$ cat config.mk
export PLATFORM = sky130hd
export DESIGN_NAME = adcrw_ctrl
export DESIGN_NICKNAME = d
export VERILOG_FILES = /design/src/adcrw_pkg.sv /design/src/adcrw_sync.sv /design/src/adcrw_ctrl.sv
export SDC_FILE = /design/constraint.sdc
export NUM_CORES = 1
export LEC_CHECK = 0
export BUFFER_PORTS_ARGS = -buffer_cell sky130_fd_sc_hd__buf_4
export CAP_MARGIN = 20
export CORE_MARGIN = 5
export CORE_UTILIZATION = 40
export DETAILED_ROUTE_END_ITERATION = 16
export PLACE_DENSITY = 0.55
export RECOVER_POWER = 50
export SLEW_MARGIN = 15
export SYNTH_ARGS = -nofsm -noshare
export SYNTH_HDL_FRONTEND = slang
export SYNTH_HIERARCHICAL = 1
export SYNTH_SLANG_ARGS = --single-unit
$ cat constraint.sdc
create_clock -name MCLK -period 3.45 [get_ports MCLK]
set_input_delay 0.345 -clock MCLK [delete_from_list [all_inputs] [get_ports MCLK]]
set_output_delay 0.345 -clock MCLK [all_outputs]
set_load 0.05 [all_outputs]
$ cat src/adcrw_pkg.sv
/*
  Constants, field layout and state types for the acquisition control register.
  Assumes a single 100 MHz clock domain.
*/
package adcrw_pkg;
  // ----------------------------------------------------------------
  // control register layout
  // ----------------------------------------------------------------
  localparam int CTRL_W = 6;
  localparam int FMT_POS = 0;
  localparam int STBY_POS = 1;
  localparam int CONV_POS = 2;
  localparam int CHAN_LSB = 3;
  localparam int CHAN_W = 3;
  localparam logic [CTRL_W-1:0] CTRL_RST = 6'h00;

  // ----------------------------------------------------------------
  // serial frame and timing
  // ----------------------------------------------------------------
  localparam int BCNT_W = 3;
  localparam logic [BCNT_W-1:0] SER_BITS = 3'h6;
  localparam int CLK_MHZ = 100;
  localparam int SETTLE_NS = 600;
  localparam int SETTLE_RAW = (SETTLE_NS * CLK_MHZ + 999) / 1000;
  localparam int SETTLE_CYC = (SETTLE_RAW < 1) ? 1 : SETTLE_RAW;
  localparam int CNT_W = 12;

  // ----------------------------------------------------------------
  // synchroniser lane positions
  // ----------------------------------------------------------------
  localparam int SY_W = 12;
  localparam int SY_DB = 0;
  localparam int SY_MODE = 6;
  localparam int SY_CS = 7;
  localparam int SY_WR = 8;
  localparam int SY_SCLK = 9;
  localparam int SY_TFS = 10;
  localparam int SY_DIN = 11;
  localparam logic [SY_W-1:0] SY_RST = 12'hfc0;

  typedef enum logic [0:0] {
    ADCRW_IDLE = 1'b0,
    ADCRW_SETTLE = 1'b1
  } adcrw_conv_t;

  typedef struct packed {
    logic [CTRL_W-1:0] ctrl;
    logic [CTRL_W-1:0] shift;
    logic [BCNT_W-1:0] bitcnt;
    logic wr_q;
    logic sclk_q;
    logic tfs_q;
    adcrw_conv_t conv;
    logic [CNT_W-1:0] cnt;
    logic conv_start;
  } adcrw_state_t;

  localparam adcrw_state_t ST_RST = '{
    ctrl: CTRL_RST, shift: 6'h00, bitcnt: SER_BITS, wr_q: 1'b1, sclk_q: 1'b1,
    tfs_q: 1'b1, conv: ADCRW_IDLE, cnt: 12'h000, conv_start: 1'b0};
endpackage : adcrw_pkg

$ cat src/adcrw_sync.sv
/*
  Two-flop synchroniser for a bundle of asynchronous pins.
  Assumes each lane is an independent level; no bus coherence is given.
*/
`timescale 1ns/1ps
module adcrw_sync #(
  parameter int W = 1,
  parameter logic [W-1:0] RST_VAL = '0
) (
  input wire logic clk,
  input wire logic rst_n,
  input wire logic [W-1:0] d,
  output logic [W-1:0] q
);
  typedef struct packed {
    logic [W-1:0] meta;
    logic [W-1:0] stab;
  } adcrw_sy_t;

  adcrw_sy_t s_r;
  adcrw_sy_t s_nxt;

  // first stage feeds only the second
  always_comb begin
    s_nxt.meta = d;
    s_nxt.stab = s_r.meta;
  end

  // ----------------------------------------------------------------
  // registers
  // ----------------------------------------------------------------
  always_ff @(posedge clk) begin
    if (!rst_n) begin
      s_r <= '{meta: RST_VAL, stab: RST_VAL};
    end else begin
      s_r <= s_nxt;
    end
  end

  assign q = s_r.stab;
endmodule : adcrw_sync

$ cat src/adcrw_ctrl.sv
/*
  Acquisition control register with parallel and serial write ports and
  the software conversion settle timer.
  Assumes all pins are asynchronous to MCLK and that SCLK is slow enough
  (period >= ~4 MCLK cycles) for its edges to be sampled.
*/
// Behaviour
// - six bits: chan2..0, convert, standby, format
// - all control bits zero after reset
// - writes by parallel strobe or serial frame
// - short frame leaves register unchanged
// - short frame with convert set restarts conversion
// - first six falling clocks load; rest ignored
// - format one: twos complement, zero: binary
// - convert write fires timed settle pulse
// - channel bits select the multiplexer input
`timescale 1ns/1ps
module adcrw_ctrl import adcrw_pkg::*; #(
  parameter int SETTLE_CYCLES = SETTLE_CYC
) (
  input wire logic MCLK,
  input wire logic RST_N,
  input wire logic MODE,
  input wire logic CS_N,
  input wire logic WR_N,
  input wire logic [CTRL_W-1:0] DB,
  input wire logic SCLK,
  input wire logic WRITE_FRAME_SYNC_N,
  input wire logic DATA_IN,
  output logic [CHAN_W-1:0] CHANNEL_SEL,
  output logic SOFT_CONVERT_BIT,
  output logic STANDBY,
  output logic FORMAT_TWOS,
  output logic SETTLE_BUSY,
  output logic CONVERT_START
);
  // ----------------------------------------------------------------
  // pin synchronisers
  // ----------------------------------------------------------------
  logic [SY_W-1:0] sy;

  adcrw_sync #(
    .W(SY_W),
    .RST_VAL(SY_RST)
  ) u_sync (
    .clk(MCLK),
    .rst_n(RST_N),
    .d({DATA_IN, WRITE_FRAME_SYNC_N, SCLK, WR_N, CS_N, MODE, DB}),
    .q(sy)
  );

  logic par_mode;
  logic wr_s;
  logic cs_s;
  logic sclk_s;
  logic tfs_s;
  logic din_s;
  logic [CTRL_W-1:0] db_s;

  assign par_mode = sy[SY_MODE];
  assign wr_s = sy[SY_WR];
  assign cs_s = sy[SY_CS];
  assign sclk_s = sy[SY_SCLK];
  assign tfs_s = sy[SY_TFS];
  assign din_s = sy[SY_DIN];
  assign db_s = sy[SY_DB +: CTRL_W];

  // ----------------------------------------------------------------
  // state and next-state logic
  // ----------------------------------------------------------------
  adcrw_state_t s_r;
  adcrw_state_t s_nxt;
  logic par_evt;
  logic sclk_fall;
  logic tfs_fall;
  logic tfs_rise;
  logic ser_bit;
  logic short_end;
  logic wr_evt;
  logic start;
  logic [CTRL_W-1:0] wdata;

  // edge detection on synchronised pins
  always_comb begin
    par_evt = par_mode && !cs_s && wr_s && !s_r.wr_q;
    sclk_fall = !sclk_s && s_r.sclk_q;
    tfs_fall = !tfs_s && s_r.tfs_q;
    tfs_rise = tfs_s && !s_r.tfs_q;
    ser_bit = !par_mode && !tfs_s && !tfs_fall && sclk_fall && (s_r.bitcnt < SER_BITS);
    short_end = !par_mode && tfs_rise && (s_r.bitcnt < SER_BITS);
  end

  // register load, serial shift and settle timer
  always_comb begin
    s_nxt = s_r;
    s_nxt.conv_start = 1'b0;
    s_nxt.wr_q = wr_s;
    s_nxt.sclk_q = sclk_s;
    s_nxt.tfs_q = tfs_s;
    wr_evt = 1'b0;
    wdata = s_r.ctrl;
    if (par_evt) begin
      wr_evt = 1'b1;
      wdata = db_s;
    end
    if (!par_mode && tfs_fall) begin
      s_nxt.bitcnt = '0;
    end else if (ser_bit) begin
      s_nxt.shift = {s_r.shift[CTRL_W-2:0], din_s};
      s_nxt.bitcnt = s_r.bitcnt + 3'h1;
      if (s_r.bitcnt == SER_BITS - 3'h1) begin
        wr_evt = 1'b1;
        wdata = {s_r.shift[CTRL_W-2:0], din_s};
      end
    end
    if (wr_evt) begin
      s_nxt.ctrl = wdata;
    end
    // short frame keeps the register but may retrigger
    start = (wr_evt && wdata[CONV_POS]) || (short_end && s_r.ctrl[CONV_POS]);
    if (start) begin
      s_nxt.conv = ADCRW_SETTLE;
      s_nxt.cnt = CNT_W'(SETTLE_CYCLES - 1);
    end else begin
      case (s_r.conv)
        ADCRW_IDLE: begin
          s_nxt.cnt = '0;
        end
        ADCRW_SETTLE: begin
          if (s_r.cnt == '0) begin
            s_nxt.conv = ADCRW_IDLE;
            s_nxt.conv_start = 1'b1;
          end else begin
            s_nxt.cnt = s_r.cnt - 12'h001;
          end
        end
        default: begin
          s_nxt.conv = ADCRW_IDLE;
        end
      endcase
    end
  end

  // ----------------------------------------------------------------
  // registers
  // ----------------------------------------------------------------
  always_ff @(posedge MCLK) begin
    if (!RST_N) begin
      s_r <= ST_RST;
    end else begin
      s_r <= s_nxt;
    end
  end

  // outputs straight from state flops
  assign CHANNEL_SEL = s_r.ctrl[CHAN_LSB +: CHAN_W];
  assign SOFT_CONVERT_BIT = s_r.ctrl[CONV_POS];
  assign STANDBY = s_r.ctrl[STBY_POS];
  assign FORMAT_TWOS = s_r.ctrl[FMT_POS];
  assign SETTLE_BUSY = s_r.conv;
  assign CONVERT_START = s_r.conv_start;

  // ----------------------------------------------------------------
  // assertions
  // ----------------------------------------------------------------
  reset_clear_a: assert property (@(posedge MCLK) disable iff (!RST_N)
    $rose(RST_N) |-> (s_r.ctrl == CTRL_RST) && !CONVERT_START)
    else $error("control register not clear after reset");

  par_write_a: assert property (@(posedge MCLK) disable iff (!RST_N)
    par_evt |=> (CHANNEL_SEL == $past(db_s[CHAN_LSB +: CHAN_W])))
    else $error("parallel write did not load channel bits");

  short_frame_a: assert property (@(posedge MCLK) disable iff (!RST_N)
    (short_end && !par_evt) |=> $stable(s_r.ctrl))
    else $error("short serial frame changed the register");

  short_conv_a: assert property (@(posedge MCLK) disable iff (!RST_N)
    (short_end && s_r.ctrl[CONV_POS]) |=> SETTLE_BUSY)
    else $error("short frame with convert set did not restart");

  sixth_bit_a: assert property (@(posedge MCLK) disable iff (!RST_N)
    (ser_bit && s_r.bitcnt == SER_BITS - 3'h1)
      |=> (s_r.ctrl == {$past(s_r.shift[CTRL_W-2:0]), $past(din_s)}))
    else $error("sixth serial bit did not load the register");

  late_bits_a: assert property (@(posedge MCLK) disable iff (!RST_N)
    (!par_mode && !tfs_s && sclk_fall && s_r.bitcnt == SER_BITS && !par_evt)
      |=> $stable(s_r.ctrl))
    else $error("bit after the sixth altered the register");

  fmt_stby_a: assert property (@(posedge MCLK) disable iff (!RST_N)
    wr_evt |=> (FORMAT_TWOS == $past(wdata[FMT_POS])) && (STANDBY == $past(wdata[STBY_POS])))
    else $error("format or standby output not from last write");

  settle_len_a: assert property (@(posedge MCLK) disable iff (!RST_N)
    $rose(SETTLE_BUSY) |-> ##SETTLE_CYCLES (CONVERT_START || SETTLE_BUSY))
    else $error("settle pulse length wrong");

  conv_cause_a: assert property (@(posedge MCLK) disable iff (!RST_N)
    CONVERT_START |-> $past(SETTLE_BUSY) && !SETTLE_BUSY)
    else $error("conversion started without a settle pulse");

  zero_conv_a: assert property (@(posedge MCLK) disable iff (!RST_N)
    (wr_evt && !wdata[CONV_POS] && !SETTLE_BUSY && !short_end) |=> !SETTLE_BUSY)
    else $error("write with convert clear started the timer");

  conv_write_a: assert property (@(posedge MCLK) disable iff (!RST_N)
    (wr_evt && wdata[CONV_POS]) |=> SETTLE_BUSY && !CONVERT_START)
    else $error("convert write did not start the settle pulse");

  busy_hold_a: assert property (@(posedge MCLK) disable iff (!RST_N)
    (SETTLE_BUSY && s_r.cnt != '0) |=> SETTLE_BUSY)
    else $error("settle pulse ended before its count ran out");

  mode_gate_a: assert property (@(posedge MCLK) disable iff (!RST_N)
    (par_mode && !par_evt) |=> $stable(s_r.ctrl))
    else $error("register changed in parallel mode without a strobe");
endmodule : adcrw_ctrl

==> metrics.md <==
| Metric | Value |
|---|---|
| List of most frequent post-synthesis cells | dfxtp_1, nand2_1, nand2b_1 |
| Synth Instances | 210 |
| CTS Buf Count | 5 |
| DRT Wirelength | 3.69 mm |
| Clock sinks | 55 |
| Final Hold Fails | 0 |
| Global-route wire length before repair | 6.56 mm |
| WP data arrival | 2.51 ns |
| Worst slew pin tran | 1.61 ns |
| # rows | 26 |
| Post-CTS Setup Inserts | 0 |
| Number of synthesized flops with an enable pin | 0 |
| GPL Wtd Cong | 0.727 |
| FF-to-FF setup slack | 1.47 ns |
| CTS max path bufs | 2 |
| Core area | 0.00514 mm² |
| Area leader, netlist | dfxtp_1 |
| Worst-skew pair later-pin latency | 0.31 ns |
| Slew Viols, Final | 48 |
| Avg Inst Size Synth | 10.1 µm² |
| DPL Wire Length | 2.66 mm |
| TNS Setup | 0 ns |
| Fmax | 0.440 GHz |
| Post-synthesis sequential area ratio | 51.7% |
| Max Cap Viol | 1 |
| H-tree levels | 2 |
| Seq cells post-synth | 55 |
| Post-CTS Hold Fix Bufs | 0 |
| Total gr overflow | 0 |
| Vias in the first global route | 1415 |
| GRT Total Usage | 11.5% |
| Antenna Violating Nets Remaining | 0 |
| Area of the die | 0.00688 mm² |
| Status | finished with violations |
| Async SR Flop Fraction | 0% |
| Startpoint types | input port |
| Crit end category | register |
| Netlist Area Pre-Place | 0.00213 mm² |
| Die X | 82.9 µm |
| Violated checks | max-capacitance violations, max-slew violations |
| DRC errors left | 0 |
| Synth Flop Type | dfxtp_1 |
| Starting Density | 41.4% |
| Nets | 246 |
| TritonCTS clock tree | built |
| Area Overhead vs Synth | 12.6% |
| Detailed Routing Iterations Pass 1 | 4 |
| Worst-path cell chain | clkbuf_1 > nand2_1 > or3_1 > a21oi_1 |
| Worst Path Required | 3.69 ns |
| Routed vias/inst | 4.95 |
| Vias | 1481 |
| Worst-path maximum fanout | 47 |
| Ranking of synthesized cells by area | dfxtp_1, nand2b_1, and2_1 |
| Largest net degree at the start of global routing | 48 |
| Syn nets | 228 |
| Crit share post-route | 65.8% |
| DR iter-0 viols | 98 |
| Root Driver | clkbuf_8 |
| Routed wire per std cell | 12.3 µm |
| Synth unique cells | 48 |
| Ant. Diodes | 0 |
| Family with the most delay on the worst path | buffers and inverters |
| Initial antenna violation count | 0 |
| Skew final | 0.00375 ns |
| Final Core Density | 46.6% |
| CP Class | input port to register |
| Ys Warns | 6 |
| Hold Path Class | input port to register |
| Post-synth top area share | 51.7% |
| Min cycle time layout | 2.27 ns |
| Clk slew on worst S/H paths | 0.10 ns |
| Buf/Inv on CP | 1 |
| Crit-path max cell delay | 1.13 ns |
| Cts repair resizes | 0 |
| Most common cell in the netlist | dfxtp_1 |
| Port bufs | 21 |
| VDD IR max | 0.181 mV |
| Power per standard cell area | 435 mW/mm² |
| Slowest-stage cell, CP | clkbuf_1 |
| Chip Height | 82.9 µm |
| Final setup fails | 0 |
| Unrepaired setup endpoints after global routing | no |
| Top Ports | 22 |
| Layout cells sized above 1 | 14.0% |
| Slew HR | -7.47% |
| Filler cell count | 530 |
| Leak | 0.988 nW |
-- cell families (layout without fill, tap and decap cells) --
group	after synthesis	in the layout	synth area share, %
adder cells (fa/ha/maj)	4	4	2.35
buffers and inverters	15	34	3.47
XOR/XNOR	5	5	2.06
AO/OA/AOI/OAI	35	35	12.6
flip-flops	55	55	51.7
multiplexers	8	8	3.82
AND/OR/NAND/NOR	88	88	24.0
-- state kept, by name (all words and copies together) (netlist names) --
signal	cells
CHANNEL_SEL	3
CONVERT_START	1
FORMAT_TWOS	1
SETTLE_BUSY	1
SOFT_CONVERT_BIT	1
STANDBY	1
s_r	23
u_sync/q	12
u_sync/s_nxt	12
-- cells in the final DEF, fill, tap and decap left out, types with 4 or more instances in the layout --
cell type | Yosys | final
a21boi_0 | 5 | 5
a21oi_1 | 5 | 5
mux2i_1 | 7 | 7
or3_1 | 5 | 5
and2_1 | 12 | 10
o21ai_0 | 5 | 5
nand3_1 | 7 | 7
nor2_1 | 8 | 8
inv_1 | 4 | 4
dfxtp_1 | 55 | 55
clkbuf_8 | 0 | 5
ha_1 | 4 | 4
o211a_1 | 6 | 6
nand2b_1 | 13 | 13
nand2_1 | 17 | 17
clkbuf_1 | 4 | 5
or2b_1 | 4 | 4
buf_4 | 3 | 17
-- area by class of cell --
type	instances	area, µm²	area share, %
clock buffers	5	68.8	2.87
well taps	70	87.6	3.65
clock inverters	3	25.0	1.04
multi-input cells	140	953	39.8
repair buffers	22	146	6.11
inverters	4	15.0	0.626
flip-flops and latches	55	1100	45.9
-- power breakdown --
group,internal (mW),total [mW],switching (mW)
logic,0.0189,0.0308,0.0118
registers,0.649,0.654,0.00484
clock network,0.145,0.358,0.212
-- metal layers --
metal | vias up | track usage [%] | share of wire (%)
met5 | - | 0 | 0
met4 | 0 | 5.50 | 1.8
met3 | 7 | 3.47 | 4.3
met2 | 27 | 17.2 | 44
met1 | 677 | 15.1 | 50
li1 | 770 | - | -
-- worst reg2reg max path, cell delays in order (launching register included) --
cell,delay [ns]
dfxtp_1,0.35
a211oi_2,0.59
nand4_1,0.55
o211a_1,0.39
-- metrics by stage --
stage / total power, mW / area, µm² / hold slack, ns / setup WS, ns / instances
2_1_floorplan: 0.685 / 2130 / 0.385 / 1.74 / 210
3_3_place_gp: 0.699 / 2320 / 0.392 / 1.68 / 291
3_5_place_dp: 0.700 / 2320 / 0.391 / 1.53 / 291
4_1_cts: 1.06 / 2420 / 0.191 / 1.51 / 299
5_1_grt: 1.09 / 2400 / 0.191 / 0.821 / 299
6_report: 1.04 / 2400 / 0.205 / 1.18 / 299
-- worst paths after layout --
check,from,cells past startpoint,to
max,RST_N,4,s_r[3]
max reg2reg,s_r[18],3,CHANNEL_SEL[0]
min reg2reg,u_sync/s_nxt[9],1,u_sync/q[9]
min,DATA_IN,2,u_sync/s_nxt[11]
No activity file was read; power rests on OpenSTA's default activity.
